===== src/pkg/mhfi_pkg.sv =====
`default_nettype none
package mhfi_pkg;
    // Frame header codes
    localparam logic [7:0] FT_INTERNAL = 8'h01;
    localparam logic [7:0] FT_APP = 8'h05;
    localparam logic [7:0] FRAME_NUM = 8'h00;
    localparam logic [7:0] CMD_CFG_WR = 8'h01;
    localparam logic [7:0] CMD_CFG_RD = 8'h02;
    localparam logic [7:0] CMD_ROUTE_RD = 8'h03;
    localparam logic [7:0] CMD_VER_RD = 8'h06;
    localparam logic [7:0] CMD_RESET = 8'h07;
    localparam logic [7:0] CMD_NET_RD = 8'h08;
    localparam logic [7:0] CMD_APP_SEND = 8'h01;
    localparam logic [7:0] ACK_BIT = 8'h80;
    localparam int LOAD_MAX = 117;
    localparam logic [7:0] CFG_LEN = 8'h0d;
    localparam logic [7:0] CFG_FLAG = 8'ha5;
    localparam logic [7:0] RESET_ACK_LEN = 8'h01;
    localparam logic [7:0] VER_LEN = 8'h01;
    // Field limits
    localparam logic [7:0] LIFE_MAX = 8'h17;
    localparam logic [7:0] RATE_MAX = 8'h06;
    localparam logic [7:0] PARITY_MAX = 8'h02;
    localparam logic [7:0] ACK_WANTED = 8'h01;
    localparam logic [7:0] RADIUS_FIXED = 8'h07;
    // Configuration reset values
    localparam logic [23:0] RST_FREQ = 24'h6d0012;
    localparam logic [7:0] RST_POWER = 8'h07;
    localparam logic [7:0] RST_LIFE = 8'h17;
    localparam logic [15:0] RST_NET = 16'h0001;
    localparam logic [15:0] RST_NODE = 16'h0001;
    localparam logic [7:0] RST_RATE = 8'h03;
    localparam logic [7:0] RST_PARITY = 8'h00;
    // Register offsets and fields
    localparam logic [7:0] REG_CTRL = 8'h00;
    localparam logic [7:0] REG_STATUS = 8'h04;
    localparam logic [7:0] REG_FREQ = 8'h08;
    localparam logic [7:0] REG_RADIO = 8'h0c;
    localparam logic [7:0] REG_IDS = 8'h10;
    localparam int CTRL_EN_BIT = 0;
    localparam logic RST_CTRL_EN = 1'b1;

    typedef enum logic [1:0] {RX_HDR, RX_LOAD, RX_SUM} mhfi_rx_e;
    typedef enum logic [1:0] {K_CFG, K_VER, K_ZERO} mhfi_kind_e;

    typedef struct packed {
        logic valid;
        logic [7:0] data;
    } mhfi_byte_s;

    typedef struct packed {
        logic [23:0] freq;
        logic [7:0] power;
        logic [7:0] life;
        logic [15:0] network_identifier;
        logic [15:0] node_identifier;
        logic [7:0] rate;
        logic [7:0] parity;
    } mhfi_cfg_s;

    typedef struct packed {
        logic [15:0] dest;
        logic [7:0] route_type;
        logic ack_req;
    } mhfi_app_s;
endpackage : mhfi_pkg
`default_nettype wire


===== src/design/mhfi_frame_interpreter.sv =====
// The register offsets and the strobed register port were decided locally.
`timescale 1ns/10ps
`default_nettype none
module mhfi_frame_interpreter #(
    parameter logic [7:0] SRC_ROUTE_TYPE = 8'h03,
    parameter logic [7:0] VERSION_CODE = 8'h10 // Arbitrary value
) (
    input wire logic clk_sys_in,
    input wire logic reset_n_in,
    input wire mhfi_pkg::mhfi_byte_s rx_in,
    input wire logic tx_ready_in,
    output mhfi_pkg::mhfi_byte_s tx_out,
    output logic app_valid_out,
    output logic [7:0] app_data_out,
    output logic app_last_out,
    output mhfi_pkg::mhfi_app_s app_info_out,
    output logic reset_req_out,
    output mhfi_pkg::mhfi_cfg_s cfg_out,
    input wire logic [7:0] reg_addr_in,
    input wire logic [31:0] reg_wdata_in,
    input wire logic reg_write_in,
    input wire logic reg_read_in,
    output logic [31:0] reg_rdata_out
);
    typedef struct packed {
        mhfi_pkg::mhfi_rx_e rx_st;
        logic [1:0] hdr_idx;
        logic [7:0] ftype;
        logic [7:0] fnum;
        logic [7:0] fcmd;
        logic [7:0] flen;
        logic [7:0] cnt;
        logic [7:0] xsum;
        logic ovf;
        logic [mhfi_pkg::LOAD_MAX-1:0][7:0] load;
        mhfi_pkg::mhfi_cfg_s cfg;
        logic tx_busy;
        mhfi_pkg::mhfi_kind_e tx_kind;
        logic [7:0] tx_type;
        logic [7:0] tx_cmd;
        logic [7:0] tx_len;
        logic [7:0] tx_idx;
        logic [7:0] tx_sum;
        mhfi_pkg::mhfi_byte_s tx;
        logic app_busy;
        logic [7:0] app_idx;
        logic [7:0] app_end;
        logic app_valid;
        logic [7:0] app_data;
        logic app_last;
        mhfi_pkg::mhfi_app_s app_info;
        logic reset_req;
        logic ctrl_en;
        logic [15:0] good_cnt;
        logic [15:0] drop_cnt;
        logic [31:0] rdata;
    } mhfi_state_s;

    mhfi_state_s st;
    mhfi_state_s next_st;

    // Load byte of an answer, config layout flag first
    function automatic logic [7:0] load_byte(input mhfi_pkg::mhfi_kind_e kind,
                                             input mhfi_pkg::mhfi_cfg_s c,
                                             input logic [7:0] j);
        logic [7:0] b;
        b = 8'h00;
        if (kind == mhfi_pkg::K_VER) begin
            b = VERSION_CODE;
        end else if (kind == mhfi_pkg::K_CFG) begin
            case (j)
                8'h00, 8'h01: b = mhfi_pkg::CFG_FLAG;
                8'h02: b = c.freq[23:16];
                8'h03: b = c.freq[15:8];
                8'h04: b = c.freq[7:0];
                8'h05: b = c.power;
                8'h06: b = c.life;
                8'h07: b = c.network_identifier[15:8];
                8'h08: b = c.network_identifier[7:0];
                8'h09: b = c.node_identifier[15:8];
                8'h0a: b = c.node_identifier[7:0];
                8'h0b: b = c.rate;
                8'h0c: b = c.parity;
                default: b = 8'h00;
            endcase
        end
        return b;
    endfunction : load_byte

    // Whole answer byte by position; checksum handled apart
    function automatic logic [7:0] frame_byte(input mhfi_state_s s, input logic [7:0] i);
        logic [7:0] b;
        case (i)
            8'h00: b = s.tx_type;
            8'h01: b = mhfi_pkg::FRAME_NUM;
            8'h02: b = s.tx_cmd;
            8'h03: b = s.tx_len;
            default: b = load_byte(s.tx_kind, s.cfg, i - 8'h04);
        endcase
        return b;
    endfunction : frame_byte

    always_comb begin
        logic [7:0] sum;
        logic frame_ok;
        logic accept;
        logic start_tx;
        logic [7:0] data_len;
        logic [7:0] data_start;
        logic [7:0] nidx;
        logic [7:0] nb;
        mhfi_pkg::mhfi_cfg_s wcfg;
        sum = 8'h00;
        frame_ok = 1'b0;
        accept = 1'b0;
        start_tx = 1'b0;
        data_len = 8'h00;
        data_start = 8'h00;
        nidx = 8'h00;
        nb = 8'h00;
        wcfg = st.cfg;
        next_st = st;
        next_st.app_valid = 1'b0;
        next_st.app_last = 1'b0;
        next_st.reset_req = 1'b0;

        // Answer byte stream; each byte held until taken
        if (st.tx_busy && st.tx.valid && tx_ready_in) begin
            if (st.tx_idx == st.tx_len + 8'h04) begin
                next_st.tx.valid = 1'b0;
                next_st.tx_busy = 1'b0;
            end else begin
                nidx = st.tx_idx + 8'h01;
                next_st.tx_idx = nidx;
                if (nidx == st.tx_len + 8'h04) begin
                    next_st.tx.data = st.tx_sum;
                end else begin
                    nb = frame_byte(st, nidx);
                    next_st.tx.data = nb;
                    next_st.tx_sum = st.tx_sum ^ nb;
                end
            end
        end

        // User data streamed out one byte per cycle
        if (st.app_busy) begin
            next_st.app_valid = 1'b1;
            next_st.app_data = st.load[st.app_idx];
            next_st.app_last = (st.app_idx + 8'h01 == st.app_end);
            next_st.app_idx = st.app_idx + 8'h01;
            if (st.app_idx + 8'h01 == st.app_end) begin
                next_st.app_busy = 1'b0;
            end
        end

        // Receive parser; load writes trail app reads, so no overlap hazard
        if (rx_in.valid && st.ctrl_en) begin
            next_st.xsum = st.xsum ^ rx_in.data;
            case (st.rx_st)
                mhfi_pkg::RX_HDR: begin
                    next_st.hdr_idx = st.hdr_idx + 2'd1;
                    case (st.hdr_idx)
                        2'd0: begin
                            next_st.ftype = rx_in.data;
                            next_st.xsum = rx_in.data;
                            next_st.ovf = 1'b0;
                        end
                        2'd1: next_st.fnum = rx_in.data;
                        2'd2: next_st.fcmd = rx_in.data;
                        default: begin
                            next_st.flen = rx_in.data;
                            next_st.cnt = 8'h00;
                            next_st.ovf = (rx_in.data > 8'(mhfi_pkg::LOAD_MAX));
                            next_st.rx_st = (rx_in.data == 8'h00) ? mhfi_pkg::RX_SUM : mhfi_pkg::RX_LOAD;
                        end
                    endcase
                end
                mhfi_pkg::RX_LOAD: begin
                    if (st.cnt < 8'(mhfi_pkg::LOAD_MAX)) begin
                        next_st.load[st.cnt[6:0]] = rx_in.data;
                    end
                    next_st.cnt = st.cnt + 8'h01;
                    if (st.cnt + 8'h01 == st.flen) begin
                        next_st.rx_st = mhfi_pkg::RX_SUM;
                    end
                end
                mhfi_pkg::RX_SUM: begin
                    sum = st.xsum ^ rx_in.data;
                    frame_ok = (sum == 8'h00) && (st.fnum == mhfi_pkg::FRAME_NUM) && !st.ovf;
                    next_st.rx_st = mhfi_pkg::RX_HDR;
                    next_st.hdr_idx = 2'd0;
                    next_st.tx_type = st.ftype;
                    next_st.tx_cmd = st.fcmd | mhfi_pkg::ACK_BIT;
                    next_st.tx_len = 8'h00;
                    next_st.tx_kind = mhfi_pkg::K_ZERO;
                    if (frame_ok && !st.tx_busy && st.ftype == mhfi_pkg::FT_INTERNAL) begin
                        case (st.fcmd)
                            mhfi_pkg::CMD_CFG_WR, mhfi_pkg::CMD_CFG_RD: begin
                                wcfg.freq = {st.load[2], st.load[3], st.load[4]};
                                wcfg.power = st.load[5];
                                wcfg.life = st.load[6];
                                wcfg.network_identifier = {st.load[7], st.load[8]};
                                wcfg.node_identifier = {st.load[9], st.load[10]};
                                wcfg.rate = st.load[11];
                                wcfg.parity = st.load[12];
                                if (st.flen == mhfi_pkg::CFG_LEN
                                    && st.load[0] == mhfi_pkg::CFG_FLAG
                                    && st.load[1] == mhfi_pkg::CFG_FLAG) begin
                                    if (st.fcmd == mhfi_pkg::CMD_CFG_RD) begin
                                        accept = 1'b1;
                                    end else if (wcfg.life <= mhfi_pkg::LIFE_MAX
                                                 && wcfg.rate <= mhfi_pkg::RATE_MAX
                                                 && wcfg.parity <= mhfi_pkg::PARITY_MAX) begin
                                        accept = 1'b1;
                                        next_st.cfg = wcfg;
                                    end
                                end
                                next_st.tx_len = mhfi_pkg::CFG_LEN;
                                next_st.tx_kind = mhfi_pkg::K_CFG;
                            end
                            mhfi_pkg::CMD_ROUTE_RD, mhfi_pkg::CMD_NET_RD: begin
                                accept = 1'b1;
                            end
                            mhfi_pkg::CMD_VER_RD: begin
                                accept = 1'b1;
                                next_st.tx_len = mhfi_pkg::VER_LEN;
                                next_st.tx_kind = mhfi_pkg::K_VER;
                            end
                            mhfi_pkg::CMD_RESET: begin
                                accept = 1'b1;
                                next_st.reset_req = 1'b1;
                                next_st.tx_len = mhfi_pkg::RESET_ACK_LEN;
                            end
                            default: accept = 1'b0;
                        endcase
                        start_tx = accept;
                    end else if (frame_ok && st.ftype == mhfi_pkg::FT_APP
                                 && st.fcmd == mhfi_pkg::CMD_APP_SEND && !st.app_busy) begin
                        // Source route adds count and two bytes per repeater
                        if (st.load[4] == SRC_ROUTE_TYPE) begin
                            data_len = st.load[7'(8'h06 + {st.load[5][6:0], 1'b0})];
                            data_start = 8'h07 + {st.load[5][6:0], 1'b0};
                        end else begin
                            data_len = st.load[5];
                            data_start = 8'h06;
                        end
                        accept = (st.load[3] == mhfi_pkg::RADIUS_FIXED)
                                 && (st.load[2] <= mhfi_pkg::ACK_WANTED)
                                 && (9'(data_start) + 9'(data_len) == 9'(st.flen))
                                 && !(st.tx_busy && st.load[2] == mhfi_pkg::ACK_WANTED);
                        if (accept) begin
                            next_st.app_info.dest = {st.load[0], st.load[1]};
                            next_st.app_info.route_type = st.load[4];
                            next_st.app_info.ack_req = st.load[2][0];
                            next_st.app_idx = data_start;
                            next_st.app_end = data_start + data_len;
                            next_st.app_busy = (data_len != 8'h00);
                            start_tx = (st.load[2] == mhfi_pkg::ACK_WANTED);
                        end
                    end
                    // Answer only when busy-free; a clash drops the frame
                    if (start_tx) begin
                        next_st.tx_busy = 1'b1;
                        next_st.tx_idx = 8'h00;
                        next_st.tx.valid = 1'b1;
                        next_st.tx.data = st.ftype;
                        next_st.tx_sum = st.ftype;
                    end
                    if (accept) begin
                        next_st.good_cnt = st.good_cnt + 16'h0001;
                    end else begin
                        next_st.drop_cnt = st.drop_cnt + 16'h0001;
                    end
                end
                default: begin
                    next_st.rx_st = mhfi_pkg::RX_HDR;
                    next_st.hdr_idx = 2'd0;
                end
            endcase
        end

        // Register port, read data one cycle after the strobe
        next_st.rdata = 32'h0000_0000;
        if (reg_write_in && reg_addr_in == mhfi_pkg::REG_CTRL) begin
            next_st.ctrl_en = reg_wdata_in[mhfi_pkg::CTRL_EN_BIT];
        end
        if (reg_read_in) begin
            case (reg_addr_in)
                mhfi_pkg::REG_CTRL: next_st.rdata = {31'h0, st.ctrl_en};
                mhfi_pkg::REG_STATUS: next_st.rdata = {st.drop_cnt, st.good_cnt};
                mhfi_pkg::REG_FREQ: next_st.rdata = {8'h00, st.cfg.freq};
                mhfi_pkg::REG_RADIO: next_st.rdata = {st.cfg.power, st.cfg.life, st.cfg.rate, st.cfg.parity};
                mhfi_pkg::REG_IDS: next_st.rdata = {st.cfg.network_identifier, st.cfg.node_identifier};
                default: next_st.rdata = 32'h0000_0000;
            endcase
        end
    end

    always_ff @(posedge clk_sys_in or negedge reset_n_in) begin
        if (!reset_n_in) begin
            st <= '0;
            st.rx_st <= mhfi_pkg::RX_HDR;
            st.tx_kind <= mhfi_pkg::K_ZERO;
            st.ctrl_en <= mhfi_pkg::RST_CTRL_EN;
            st.cfg.freq <= mhfi_pkg::RST_FREQ;
            st.cfg.power <= mhfi_pkg::RST_POWER;
            st.cfg.life <= mhfi_pkg::RST_LIFE;
            st.cfg.network_identifier <= mhfi_pkg::RST_NET;
            st.cfg.node_identifier <= mhfi_pkg::RST_NODE;
            st.cfg.rate <= mhfi_pkg::RST_RATE;
            st.cfg.parity <= mhfi_pkg::RST_PARITY;
        end else begin
            st <= next_st;
        end
    end

    assign tx_out = st.tx;
    assign app_valid_out = st.app_valid;
    assign app_data_out = st.app_data;
    assign app_last_out = st.app_last;
    assign app_info_out = st.app_info;
    assign reset_req_out = st.reset_req;
    assign cfg_out = st.cfg;
    assign reg_rdata_out = st.rdata;
endmodule : mhfi_frame_interpreter
`default_nettype wire


===== config.mk =====
export PLATFORM = sky130hd
export DESIGN_NAME = mhfi_frame_interpreter
export DESIGN_NICKNAME = d
export VERILOG_FILES = /design/src/pkg/mhfi_pkg.sv /design/src/design/mhfi_frame_interpreter.sv
export SDC_FILE = /design/constraint.sdc
export NUM_CORES = 2
export LEC_CHECK = 0
export ABC_CLOCK_PERIOD_IN_PS = 14970
export BUFFER_PORTS_ARGS = -buffer_cell sky130_fd_sc_hd__buf_4
export CAP_MARGIN = 25
export CORE_ASPECT_RATIO = 0.8
export CORE_UTILIZATION = 45
export CTS_CLUSTER_DIAMETER = 200
export DETAILED_ROUTE_END_ITERATION = 10
export GPL_ROUTABILITY_DRIVEN = 1
export MAX_ROUTING_LAYER = met4
export PLACE_DENSITY = 0.71
export RECOVER_POWER = 50
export SETUP_SLACK_MARGIN = 0.5
export SKIP_LAST_GASP = 1
export SLEW_MARGIN = 20
export SYNTH_ARGS = -nofsm -noshare
export SYNTH_HDL_FRONTEND = slang
export SYNTH_SLANG_ARGS = --single-unit

===== constraint.sdc =====
create_clock -name clk_sys_in -period 14.97 [get_ports clk_sys_in]
set_input_delay 0 -clock clk_sys_in [delete_from_list [all_inputs] [get_ports clk_sys_in]]
set_output_delay 0 -clock clk_sys_in [all_outputs]
set_load 0.02 [all_outputs]

==> impl_metrics.yaml <==
setup_path:
  arrival_ps: 7660
  end_kind: "async pin"
  startpoint_type: "primary input"
  crit_fanout: 147
  critPathRequiredTime_ps: 13130
  critPathKind: "primary input to async pin"
grt:
  grt_pass1_wl_mm: 280
  antenna_found_initial: 5
  met1_usage_pct: 37.9
  grt_max_degree: 179
  grtUsageMet3_pct: 9.22
  grtUsageMet2_pct: 37.4
  grt-busiest-layer: "met1"
  first_global_vias: 40900
  grt.total_usage_pct: 27.2
  gr-total-overflow: 0
floorplan:
  dieArea_sq_um: 142000
  core_sq_um: 139000
  start_util_pct: 45.6
  die_x_um: 422
  row_count: 122
  num_io_pins: 219
  die_h_um: 338
yosys:
  synth_edf_count: 0
  synth_top_family_by_area: "multiplexers"
  synth_fp_nets: 4686
  synthArstFlopShare_pct: 100
  ys_ff_latch: 1241
  yosys.area_share.simple_pct: 5.68
  synthDistinctLibCells: 83
  avgSynthCellArea_sq_um: 13.8
  yosysWarnings: 0
  syn_area_sq_um: 63400
  seq_area_frac_synth_pct: 49.0
  synthCells: 4609
  synth-adder-area-share_pct: 0.466
  synth.mux.area_fraction_pct: 35.1
  yosys_most_used_dff: "dfrtp_1"
  synth_xor_area_share_pct: 1.79
  synth-compound-area-share_pct: 3.74
final_layout:
  stdcell_area_sq_um: 69300
  drive_gt1_share_pct: 40.0
  nets: 4602
  n_fill_cell: 11900
  area_growth_pct: 9.34
  fin_cells: 6490
clocking:
  cts-htree-levels: 3
  clk_pin_slew_worst_paths_ps: 70
  cts.sinks: 1241
  clk_latency_ps: 790
  postCtsSetupBuffers: 0
  cts_buffer_depth: 3
  cts-root-buf: "clkbuf_16"
  cts_tree: "done"
  numCtsBuffers: 119
sta:
  maxSlewHeadroom_pct: -452
  setup_viol: 0
  fin_crit_sh_pct: 63.5
  fin_tns_setup_ps: 0
  rsz0062_at_grt: "false"
  setup_ws_ps: 5470
  fmax_mhz: 105
  fin_crit_ps: 9500
  worst_pin_slew_ps: 8280
  hold_viol: 0
  slew_violations: 716
  clock_skew_ps: 31.2
power:
  powerDensity_nw_per_um2: 105
  total_power_mw: 7.26
  vdd_ir_drop_max_mv: 0.101
  cellLeakagePower_nw: 31.5
placement:
  post-place-cells: 6227
  postPlaceCellArea_sq_um: 65300
  place_hpwl_mm: 125
  dp_slack_ps: 6420
  gp_congestion: 1.04
  place.port_buffers: 187
routing:
  wl_per_cell_um: 29.1
  vias: 41300
  avgViaCountPerCell: 6.36
  firstDrtPassIters: 8
  drtIter0Drc: 4675
  drc: 0
  ant_nets: 0
  drt-total-wl_mm: 189
run_status:
  status: "complete, but fails checks"
  violations: "max-capacitance violations, max-slew violations"
hold_path:
  hp-class: "primary input to flip-flop"
job:
  max_cap_violations: 11
[synth_stat cells, types with 57 or more instances]
library cell / count / area (sq um)
mux4_2: 411 / 9260
nand2_1: 345 / 1290
mux2i_1: 58 / 581
mux2_2: 1100 / 12400
o21ai_0: 62 / 310
clkbuf_1: 253 / 950
a21oi_1: 81 / 405
buf_4: 169 / 1270
nand3_1: 57 / 285
xor2_1: 60 / 526
xnor2_1: 58 / 508
nor2_1: 147 / 552
dfrtp_1: 1221 / 30600
[layout by cell type, fill, tap and decap left out, drive strengths merged, types with 20 or more instances in the layout]
cell	n
xor2	61
nand4	44
inv	38
mux2i	58
dlygate4sd3	31
ha	22
a21oi	81
mux2	1100
nand3	57
and3	21
nor2	147
dfrtp	1221
nor4	25
mux4	411
dfstp	20
clkbuf	335
xnor2	61
clkinv	24
nand2	345
nor2b	28
a22oi	50
buf	99
and2	20
nor3	28
o21ai	66
[logic make-up after synthesis]
| logic type | after synthesis |
|---|---|
| multiplexers | 1569 |
| flip-flops | 1241 |
| AND/OR/NAND/NOR | 774 |
| buffers and inverters | 536 |
| AO/OA/AOI/OAI | 343 |
| XOR/XNOR | 123 |
| adder cells (fa/ha/maj) | 23 |
[power by group]
part	total, mW	internal (mW)	switching (mW)
Clock	3.25	1.87	1.39
Combinational	0.557	0.183	0.374
Sequential	3.44	3.38	0.0652
[stage by stage]
stage	util, %	hold slack, ps
final	49.9	104
after global routing	49.8	127
after CTS	50.2	52.0
after detailed placement	47.0	145
after global placement	47.0	139
after floorplan	-	-296
[worst paths after layout]
kind                                   start             to  slack, ps  cells past startpoint
worst max-delay path              reset_n_in        st[114]       5470                      4
worst max register to register       st[298]         st[61]       6200                     23
min in group asynchronous         reset_n_in        st[832]        500                      3
worst min register to register       st[117]  app_valid_out        440                      0
max in group clk_sys_in              st[298]         st[61]       6200                     23
worst min-delay path            reg_write_in         st[64]        100                      4
[registers in the layout, summed over array words and instances (netlist names)]
register / cells
app_valid_out: 1
app_info_out: 25
app_data_out: 8
tx_out: 9
reg_rdata_out: 32
reset_req_out: 1
cfg_out: 88
app_last_out: 1
st: 1076
[timing repair]
| action | 4_1_cts | 5_1_grt |
|---|---|---|
| resized for setup | 0 | 0 |
| endpoints found under the hold margin | 459 | 0 |
| hold buffers | 32 | 0 |
[routing by layer]
layer  vias to the layer above  wire [um]
li1                      16800          -
met3                       367      20900
met4                         0       5350
met5                         -          0
met1                     22100      80600
met2                      1914      82000
[final cells by class]
cell class                      instances  area [sq um]  share of cell area [%]
Clock inverter                         50           758                    1.09
Inverter                               36           135                   0.195
Tap cell                             1860          2330                    3.36
Clock buffer                          170          3450                    4.98
Timing Repair Buffer                  295          1790                    2.58
Antenna cell                            6          15.0                  0.0217
Multi-Input combinational cell       2832         29700                    42.9
Sequential cell                      1241         31100                    44.9
[worst max-delay path, stage by stage]
cell and delay, ps:
dlygate4sd3_1 520, dlygate4sd3_1 540, clkbuf_1 780, clkbuf_1 5750
No activity file was read; power rests on OpenSTA's default activity.
